--- src/design/brcs_pkg.sv ---
package brcs_pkg;
  // Configuration space byte offsets
  localparam logic [7:0]  BRCTL_OFS       = 8'h3E;   // Bridge control, upper half of dword
  localparam logic [7:0]  DIAG_OFS        = 8'h41;   // Diagnostic control, byte lane 1
  localparam logic [7:0]  SCLK_OFS        = 8'h68;   // Secondary clock control
  localparam logic [7:0]  PMCSR_OFS       = 8'hE0;   // Power state control
  localparam logic [5:0]  BRCTL_DW        = BRCTL_OFS[7:2];
  localparam logic [5:0]  DIAG_DW         = DIAG_OFS[7:2];
  localparam logic [5:0]  SCLK_DW         = SCLK_OFS[7:2];
  localparam logic [5:0]  PMCSR_DW        = PMCSR_OFS[7:2];
  // Field positions
  localparam int          SBR_BIT         = 6;       // Secondary bus reset in bridge control
  localparam int          CRST_BIT        = 0;       // Chip reset in diagnostic control
  localparam int          MSK_LEN         = 16;      // Serial clock mask length
  localparam int          NCLK            = 10;      // Secondary clock outputs
  localparam int          PAIR_OUTS       = 4;       // Outputs driven by mask bit pairs
  localparam int          SINGLE_BASE     = 4;       // Mask bit = output index + this
  // Reset values
  localparam logic [15:0] BRCTL_RST       = 16'h0000;
  localparam logic [7:0]  DIAG_RST        = 8'h00;
  localparam logic [15:0] MASK_RST        = 16'h0000;
  // Power states
  localparam logic [1:0]  PS_D0           = 2'h0;
  localparam logic [1:0]  PS_D1           = 2'h1;
  localparam logic [1:0]  PS_D2           = 2'h2;
  localparam logic [1:0]  PS_D3HOT        = 2'h3;
  // Timing
  localparam int          CLK_FREQ_MHZ    = 50;
  localparam int          RST_DELAY_US    = 100;
  localparam int          RST_DELAY_CYC   = RST_DELAY_US * CLK_FREQ_MHZ;
  localparam int          DLY_W           = 16;
  localparam logic [4:0]  CHIP_RST_CYC    = 5'h10;   // Below the 20 clock bound
  localparam logic [3:0]  MSK_LAST        = 4'hF;
  // Reset sequencer states
  typedef enum logic [1:0] {SQ_IDLE, SQ_LOAD, SQ_DELAY, SQ_RUN} brcs_seq_type;
endpackage : brcs_pkg

--- src/design/brcs_sync.sv ---
`timescale 1ns/1ps
// Two-stage synchroniser for pin inputs
module brcs_sync #(
  parameter int W = 1
) (
  // Clock and reset
  input  wire logic         ref_clk,
  input  wire logic         rstn,
  // Data
  input  wire logic [W-1:0] d,
  output logic      [W-1:0] q
);
  logic [W-1:0] meta_r;  // First stage, read only by second stage
  logic [W-1:0] meta_nxt;
  logic [W-1:0] q_nxt;

  // Next values
  always_comb begin
    meta_nxt = d;
    q_nxt    = meta_r;
  end

  // Register stages
  always_ff @(posedge ref_clk) begin
    if (!rstn) begin
      meta_r <= '0;
      q      <= '0;
    end else begin
      meta_r <= meta_nxt;
      q      <= q_nxt;
    end
  end
endmodule : brcs_sync

--- src/design/brcs_top.sv ---
`timescale 1ns/1ps
module brcs_top
  import brcs_pkg::*;
#(
  parameter int RST_DLY_CYC = RST_DELAY_CYC  // 100 us in primary clocks
) (
  // Primary clock and logic reset
  input  wire logic              ref_clk,
  input  wire logic              rstn,
  // Pins
  input  wire logic              primary_reset_n,
  input  wire logic              primary_fast_select,
  input  wire logic              secondary_fast_select,
  input  wire logic              clock_stop_permit,
  input  wire logic              clock_mask_serial_in,
  // Configuration access
  input  wire logic              cfg_req,
  input  wire logic              cfg_write,
  input  wire logic [7:0]        cfg_addr,
  input  wire logic [3:0]        cfg_byte_en,
  input  wire logic [31:0]       cfg_wdata,
  output logic                   cfg_ack,
  output logic      [31:0]       cfg_rdata,
  // Secondary side, primary bus drive and status
  output logic      [NCLK-1:0]   sec_clk_out,
  output logic                   secondary_reset_n,
  output logic                   sec_ctl_oe,
  output logic                   sec_ad_drive_low,
  output logic                   pri_bus_oe,
  output logic                   buf_flush,
  output logic                   mask_loading
);
  // Synchronised pins
  logic [4:0]        pin_s;
  logic              prst_n_s, pfast_s, sfast_s, stop_s, msk_s;
  // State
  brcs_seq_type      seq_r, seq_nxt;           // Reset sequencer
  logic [15:0]       brctl_r, brctl_nxt;       // Bridge control
  logic [7:1]        diag_r, diag_nxt;         // Diagnostic control, upper bits
  logic [15:0]       mask_r, mask_nxt;         // Clock disable mask
  logic [1:0]        pstate_r, pstate_nxt;     // Power state
  logic [3:0]        shcnt_r, shcnt_nxt;       // Mask shift count
  logic [DLY_W-1:0]  dly_r, dly_nxt;           // Release delay
  logic [4:0]        crst_r, crst_nxt;         // Chip reset countdown
  logic              ack_nxt;
  logic [31:0]       rdata_nxt;
  logic              base_r, base_nxt;         // Secondary base clock phase
  logic              div_ph_r, div_ph_nxt;     // Divide-by-two phase
  logic [NCLK-1:0]   clk_nxt;
  logic [NCLK-1:0]   dis;                      // Per output disable
  logic              srst_nxt, flush_nxt, crst_act;
  logic              wr, wr_brctl, wr_diag, wr_sclk, wr_pm;
  logic              run_clk, stop_clk;

  localparam logic [DLY_W-1:0] DLY_LOAD = DLY_W'(RST_DLY_CYC);
  localparam logic [DLY_W-1:0] DLY_ONE  = 16'h0001;

  // Pin synchroniser, reset edges may be asynchronous
  brcs_sync #(.W(5)) u_sync (
    .ref_clk (ref_clk),
    .rstn    (rstn),
    .d       ({primary_reset_n, primary_fast_select, secondary_fast_select,
               clock_stop_permit, clock_mask_serial_in}),
    .q       (pin_s)
  );
  assign {prst_n_s, pfast_s, sfast_s, stop_s, msk_s} = pin_s;

  // Access decode
  assign crst_act = (crst_r != 5'h00);
  assign wr       = cfg_req && cfg_write && !crst_act;
  assign wr_brctl = wr && (cfg_addr[7:2] == BRCTL_DW) && (&cfg_byte_en[3:2]);
  assign wr_diag  = wr && (cfg_addr[7:2] == DIAG_DW) && cfg_byte_en[1];
  assign wr_sclk  = wr && (cfg_addr[7:2] == SCLK_DW) && (&cfg_byte_en[1:0]);
  assign wr_pm    = wr && (cfg_addr[7:2] == PMCSR_DW) && cfg_byte_en[0];

  // Per output mask decode
  genvar gi;
  generate
    for (gi = 0; gi < NCLK; gi++) begin : g_msk
      if (gi < PAIR_OUTS) begin : g_pair
        assign dis[gi] = mask_r[2*gi] | mask_r[2*gi+1];
      end else begin : g_single
        assign dis[gi] = mask_r[gi+SINGLE_BASE];
      end
    end
  endgenerate

  // Registers, sequencer and config answers
  always_comb begin
    seq_nxt    = seq_r;
    brctl_nxt  = brctl_r;
    diag_nxt   = diag_r;
    mask_nxt   = mask_r;
    pstate_nxt = pstate_r;
    shcnt_nxt  = shcnt_r;
    dly_nxt    = dly_r;
    crst_nxt   = crst_r;
    ack_nxt    = cfg_req && !crst_act;
    rdata_nxt  = 32'h0000_0000;
    // Read data, unmapped reads zero
    if (cfg_req && !cfg_write) begin
      case (cfg_addr[7:2])
        BRCTL_DW: rdata_nxt[31:16] = brctl_r;
        DIAG_DW:  rdata_nxt[15:8]  = {diag_r, crst_act};
        SCLK_DW:  rdata_nxt[15:0]  = mask_r;
        PMCSR_DW: rdata_nxt[1:0]   = pstate_r;
        default:  rdata_nxt        = 32'h0000_0000;
      endcase
    end
    // Register writes
    if (wr_brctl) begin
      brctl_nxt = cfg_wdata[31:16];
    end
    if (wr_diag) begin
      diag_nxt = cfg_wdata[15:9];
    end
    if (wr_sclk) begin
      mask_nxt = cfg_wdata[15:0];
    end
    if (wr_pm && (cfg_wdata[1:0] != PS_D1) && (cfg_wdata[1:0] != PS_D2)) begin
      pstate_nxt = cfg_wdata[1:0];
      if (pstate_r == PS_D3HOT && cfg_wdata[1:0] == PS_D0) begin
        // Internal reset without secondary reset
        crst_nxt   = CHIP_RST_CYC;
        brctl_nxt  = BRCTL_RST;
        diag_nxt   = DIAG_RST[7:1];
        mask_nxt   = MASK_RST;
        pstate_nxt = PS_D0;
      end
    end
    // Chip reset request
    if (wr_diag && cfg_wdata[8+CRST_BIT]) begin
      crst_nxt   = CHIP_RST_CYC;
      brctl_nxt  = BRCTL_RST;
      brctl_nxt[SBR_BIT] = 1'b1;
      diag_nxt   = DIAG_RST[7:1];
      mask_nxt   = MASK_RST;
      pstate_nxt = PS_D0;
    end else if (crst_act) begin
      crst_nxt = crst_r - 5'h01;
    end
    // Secondary reset sequencer
    case (seq_r)
      SQ_IDLE: begin
        seq_nxt   = SQ_LOAD;
        shcnt_nxt = 4'h0;
      end
      SQ_LOAD: begin
        if (!(wr_diag && cfg_wdata[8+CRST_BIT])) begin
          mask_nxt[shcnt_r] = msk_s;
          shcnt_nxt = shcnt_r + 4'h1;
          if (shcnt_r == MSK_LAST) begin
            seq_nxt = SQ_DELAY;
            dly_nxt = DLY_LOAD;
          end
        end
      end
      SQ_DELAY: begin
        if (brctl_r[SBR_BIT] || brctl_nxt[SBR_BIT]) begin
          dly_nxt = DLY_LOAD;
        end else if (dly_r == DLY_ONE) begin
          seq_nxt = SQ_RUN;
        end else begin
          dly_nxt = dly_r - DLY_ONE;
        end
      end
      SQ_RUN: begin
        if (brctl_nxt[SBR_BIT]) begin
          seq_nxt = SQ_DELAY;
          dly_nxt = DLY_LOAD;
        end
      end
      default: seq_nxt = SQ_IDLE;
    endcase
    // Chip reset restarts the mask load from any state
    if (wr_diag && cfg_wdata[8+CRST_BIT]) begin
      seq_nxt   = SQ_LOAD;
      shcnt_nxt = 4'h0;
    end
    // Primary reset overrides everything
    if (!prst_n_s) begin
      seq_nxt    = SQ_IDLE;
      brctl_nxt  = BRCTL_RST;
      diag_nxt   = DIAG_RST[7:1];
      mask_nxt   = MASK_RST;
      pstate_nxt = PS_D0;
      crst_nxt   = 5'h00;
      ack_nxt    = 1'b0;
    end
  end

  // Secondary clock generation
  assign run_clk  = prst_n_s && (seq_r != SQ_IDLE);
  assign stop_clk = (pstate_r == PS_D3HOT) && stop_s;
  always_comb begin
    div_ph_nxt = run_clk ? ~div_ph_r : 1'b0;
    base_nxt   = 1'b0;
    if (run_clk) begin
      if (pfast_s && !sfast_s) begin
        base_nxt = div_ph_r ? ~base_r : base_r;
      end else begin
        base_nxt = ~base_r;
      end
    end
    for (int i = 0; i < NCLK; i++) begin
      if (!run_clk || stop_clk) begin
        clk_nxt[i] = 1'b0;
      end else if (dis[i]) begin
        clk_nxt[i] = 1'b1;
      end else begin
        clk_nxt[i] = base_nxt;
      end
    end
  end

  // Pin control from reset state
  always_comb begin
    srst_nxt  = (seq_nxt == SQ_RUN);
    flush_nxt = (secondary_reset_n && !srst_nxt) || (crst_nxt != 5'h00 && !crst_act);
  end

  // State registers
  always_ff @(posedge ref_clk) begin
    if (!rstn) begin
      seq_r             <= SQ_IDLE;
      brctl_r           <= BRCTL_RST;
      diag_r            <= DIAG_RST[7:1];
      mask_r            <= MASK_RST;
      pstate_r          <= PS_D0;
      shcnt_r           <= 4'h0;
      dly_r             <= '0;
      crst_r            <= 5'h00;
      cfg_ack           <= 1'b0;
      cfg_rdata         <= 32'h0000_0000;
      base_r            <= 1'b0;
      div_ph_r          <= 1'b0;
      sec_clk_out       <= '0;
      secondary_reset_n <= 1'b0;
      sec_ctl_oe        <= 1'b0;
      sec_ad_drive_low  <= 1'b1;
      pri_bus_oe        <= 1'b0;
      buf_flush         <= 1'b0;
      mask_loading      <= 1'b0;
    end else begin
      seq_r             <= seq_nxt;
      brctl_r           <= brctl_nxt;
      diag_r            <= diag_nxt;
      mask_r            <= mask_nxt;
      pstate_r          <= pstate_nxt;
      shcnt_r           <= shcnt_nxt;
      dly_r             <= dly_nxt;
      crst_r            <= crst_nxt;
      cfg_ack           <= ack_nxt;
      cfg_rdata         <= rdata_nxt;
      base_r            <= base_nxt;
      div_ph_r          <= div_ph_nxt;
      sec_clk_out       <= clk_nxt;
      secondary_reset_n <= srst_nxt;
      sec_ctl_oe        <= srst_nxt && (crst_nxt == 5'h00);
      sec_ad_drive_low  <= !srst_nxt;
      pri_bus_oe        <= prst_n_s && (crst_nxt == 5'h00);
      buf_flush         <= flush_nxt;
      mask_loading      <= (seq_nxt == SQ_LOAD);
    end
  end
endmodule : brcs_top

--- config.mk ---
export PLATFORM = sky130hd
export DESIGN_NAME = brcs_top
export DESIGN_NICKNAME = d
export VERILOG_FILES = /design/src/design/brcs_pkg.sv /design/src/design/brcs_sync.sv /design/src/design/brcs_top.sv
export SDC_FILE = /design/constraint.sdc
export NUM_CORES = 1
export LEC_CHECK = 0
export ABC_AREA = 0
export BUFFER_PORTS_ARGS = -buffer_cell sky130_fd_sc_hd__buf_2
export CORE_UTILIZATION = 44
export DETAILED_ROUTE_END_ITERATION = 16
export PLACE_DENSITY = 0.65
export SYNTH_ARGS = -nofsm -noshare
export SYNTH_HDL_FRONTEND = slang
export SYNTH_HIERARCHICAL = 1
export SYNTH_SLANG_ARGS = --single-unit
--- constraint.sdc ---
create_clock -name ref_clk -period 4.45 [get_ports ref_clk]
set_input_delay 0.2225 -clock ref_clk [delete_from_list [all_inputs] [get_ports ref_clk]]
set_output_delay 0.2225 -clock ref_clk [all_outputs]
set_load 0.005 [all_outputs]
==> results.txt <==
Sink Count -> 129
Endpoints failing hold -> 0
Worst slew pin tran -> 1.23 ns
Synth top area cells -> dfxtp_1, mux2i_1, nor2_1, nand2_1, and2_1
Fill cells -> 1039
Most frequent cell after synthesis -> dfxtp_1
Clk pwr share -> 0.538
Worst VDD drop -> 0.266 mV
Core area -> 11700 um^2
Clock buffer depth -> 2
First-pass GRT wire length -> 21.9 mm
Reg-to-reg startpoint -> crst_r[0]
Yosys warns -> 6
Yosys reg bits -> 129
Ys async rst share -> 0
Hold slack -> 0.0401 ns
P_int -> 0.00211 W
Layout Nets -> 749
CTS root buffer -> clkbuf_16
Post-Syn Instances -> 587
Unrepaired setup endpoints after global routing -> false
Design area -> 6630 um^2
Dpl cells -> 807
CTS tree -> done
Post-Route WL -> 13.4 mm
Minimum clock period -> 3.19 ns
Seq/Total Area, Yosys -> 0.481
Net load switching power -> 0.000539 W
Total track usage -> 0.223
Setup crit start kind -> register
Clock transition at path regs -> 0.05 ns
Area growth from synthesis to layout -> 23.5%
Syn Nets -> 648
DPL Wire Length -> 9.26 mm
CP Cell Sequence -> inv_1 -> ha_1 -> or4b_1 -> or4_1 -> o21ai_2 -> a21oi_1 -> nor2_1 -> o211ai_1
CTS resizes -> 0
Pin count of the biggest net entering global routing -> 36
Cell taking the most area after synthesis -> dfxtp_1
Clock insertion delay at the later pin of the skew report -> 0.42 ns
Worst flop-to-flop path endpoint -> dly_r[10]
Slew headroom -> 0.180
Leakage -> 2.61 nW
Fraction of layout cells with a size suffix above 1 -> 0.204
Max stage delay on crit path -> 0.67 ns
Die area -> 12600 um^2
Logic pwr share -> 0.023
Post-synth top area share -> 0.481
Maximum clock rate -> 0.313 GHz
TritonCTS Buffers -> 17
Initial core utilization -> 0.460
H-tree depth reported by CTS -> 4
Drt first-iter violations -> 336
Worst EP arrival -> 3.46 ns
Die Y -> 112 um
Critical path's slowest cell -> or4_1
Post-DP Area -> 5970 um^2
Post-synth top cells -> dfxtp_1, nor2_1, nand2_1
Worst Skew -> 0.00584 ns
Sw Ratio -> 0.203
Non-Filler Instances -> 844
Max cap viols -> 0
Pwr Density -> 400 nW/um^2
Cell area after synthesis -> 5370 um^2
Worst Setup Path Type -> register to register
Yosys cell types -> 56
Antenna-violating nets left -> 0
Initial antenna violation count -> 0
Crit path from -> crst_r[0]
Slew Viols, Final -> 0
Status -> finished, final reports clean
Setup crit end kind -> register
EDFF count, synth -> 0
WP data required -> 4.72 ns
Drt first pass iters -> 5
Setup tns final -> 0 ns
Number of diodes -> 0
Crit path to -> dly_r[10]
Site Rows -> 39
Worst Reg-to-Reg Cells -> 8
Sequential Power Share -> 0.439
Post-synth top flop -> dfxtp_1
Die span in x -> 112 um
Syn Area/Cell -> 9.14 um^2
CP max FO -> 9
Hold WC Path Type -> primary input to register
Global placer's final weighted congestion -> 0.864
Setup slack, reg-to-reg -> 1.26 ns
Routed length per placed instance -> 15.9 um
Via count of the first global-routing pass -> 4453
Overflow after GRT -> 0
Endpoints failing setup -> 0
Via count -> 4746
Via density -> 5.62
Post-route DRC violation count -> 0
Final Cycle Share -> 0.717
# IOs -> 102
PortBufs -> 99
==> repair_timing <==
action	in CTS	in global routing
hold endpoints to repair	5	0
buffers inserted	0	0
hold buffers	5	0
==> registers in the layout (all words and copies together) (netlist names), 4 cells and up <==
name,count
u_sync/meta_r,5
sec_clk_out,10
brctl_r,16
cfg_rdata,32
mask_r,16
u_sync/q,5
shcnt_r,4
dly_r,16
diag_r,7
crst_r,5
==> worst min-delay path by stage <==
stage,startpoint,endpoint,cells after the start,slack [ns]
6_report,cfg_wdata[28],brctl_r[12],3,0.04
3_5_place_dp,div_ph_r,div_ph_r,1,0.41
2_1_floorplan,rstn,u_sync/meta_r[0],1,0.34
5_1_grt,cfg_wdata[30],brctl_r[14],3,0.06
3_3_place_gp,div_ph_r,div_ph_r,1,0.40
4_1_cts,cfg_wdata[24],brctl_r[8],3,0.02
==> layer usage <==
| metal | global-route usage | vias to the layer above | routed length [um] |
|---|---|---|---|
| met1 | 0.281 | 2236 | 6150 |
| met5 | 0 | - | 0 |
| li1 | - | 2307 | - |
| met2 | 0.364 | 179 | 6140 |
| met3 | 0.0562 | 24 | 851 |
| met4 | 0.0916 | 0 | 303 |
==> cell type report <==
class	instances	area, um^2	share of cell area
sequential	129	2580	0.389
multi-input combinational	411	2600	0.392
clock inverter	9	129	0.0194
inverter	18	67.6	0.0102
tap	143	179	0.0270
timing repair buffer	111	598	0.0902
clock buffer	23	478	0.0721
==> through the flow <==
| step | utilization | setup WS [ns] | total power, W |
|---|---|---|---|
| final | 0.569 | 1.26 | 0.00265 |
| after global routing | 0.569 | 0.969 | 0.00273 |
| after CTS | 0.569 | 1.24 | 0.00268 |
| after detailed placement | 0.512 | 1.26 | 0.00125 |
| after global placement | 0.512 | 1.37 | 0.00125 |
| after floorplan | - | 1.79 | 0.00121 |
==> power by group through the flow <==
stage                     clock network, W  registers, W  logic (W)
final                              0.00143       0.00117  0.0000605
after global routing               0.00150       0.00117  0.0000664
after CTS                          0.00145       0.00116  0.0000602
after detailed placement                 0       0.00119  0.0000566
after global placement                   0       0.00119  0.0000558
after floorplan                          0       0.00119  0.0000227
==> cell usage in the layout (no fill, tap or decap), types with 18 or more instances in the layout <==
cell type	count
dfxtp_1	129
nor3_1	19
inv_1	18
a21oi_1	22
and2_1	27
nand2_1	46
buf_2	99
nor2_1	72
or3_1	18
mux2i_1	40
==> kinds of logic (layout without fill, tap and decap cells) <==
group,Yosys count,after routing,synth area share
AO/OA/AOI/OAI,101,101,0.133
adder cells (fa/ha/maj),8,8,0.0186
buffers and inverters,47,161,0.0350
XOR/XNOR,2,2,0.00326
flip-flops,129,129,0.481
AND/OR/NAND/NOR,260,260,0.255
multiplexers,40,40,0.0746
==> worst max-delay path, delay by kind of cell (launching register included) <==
family | cells | cell delay, ns
AND/OR/NAND/NOR | 3 | 1.81
AO/OA/AOI/OAI | 3 | 0.54
flip-flops | 1 | 0.35
adder cells (fa/ha/maj) | 1 | 0.21
buffers and inverters | 1 | 0.13
Power figures use the tool's default switching activity.
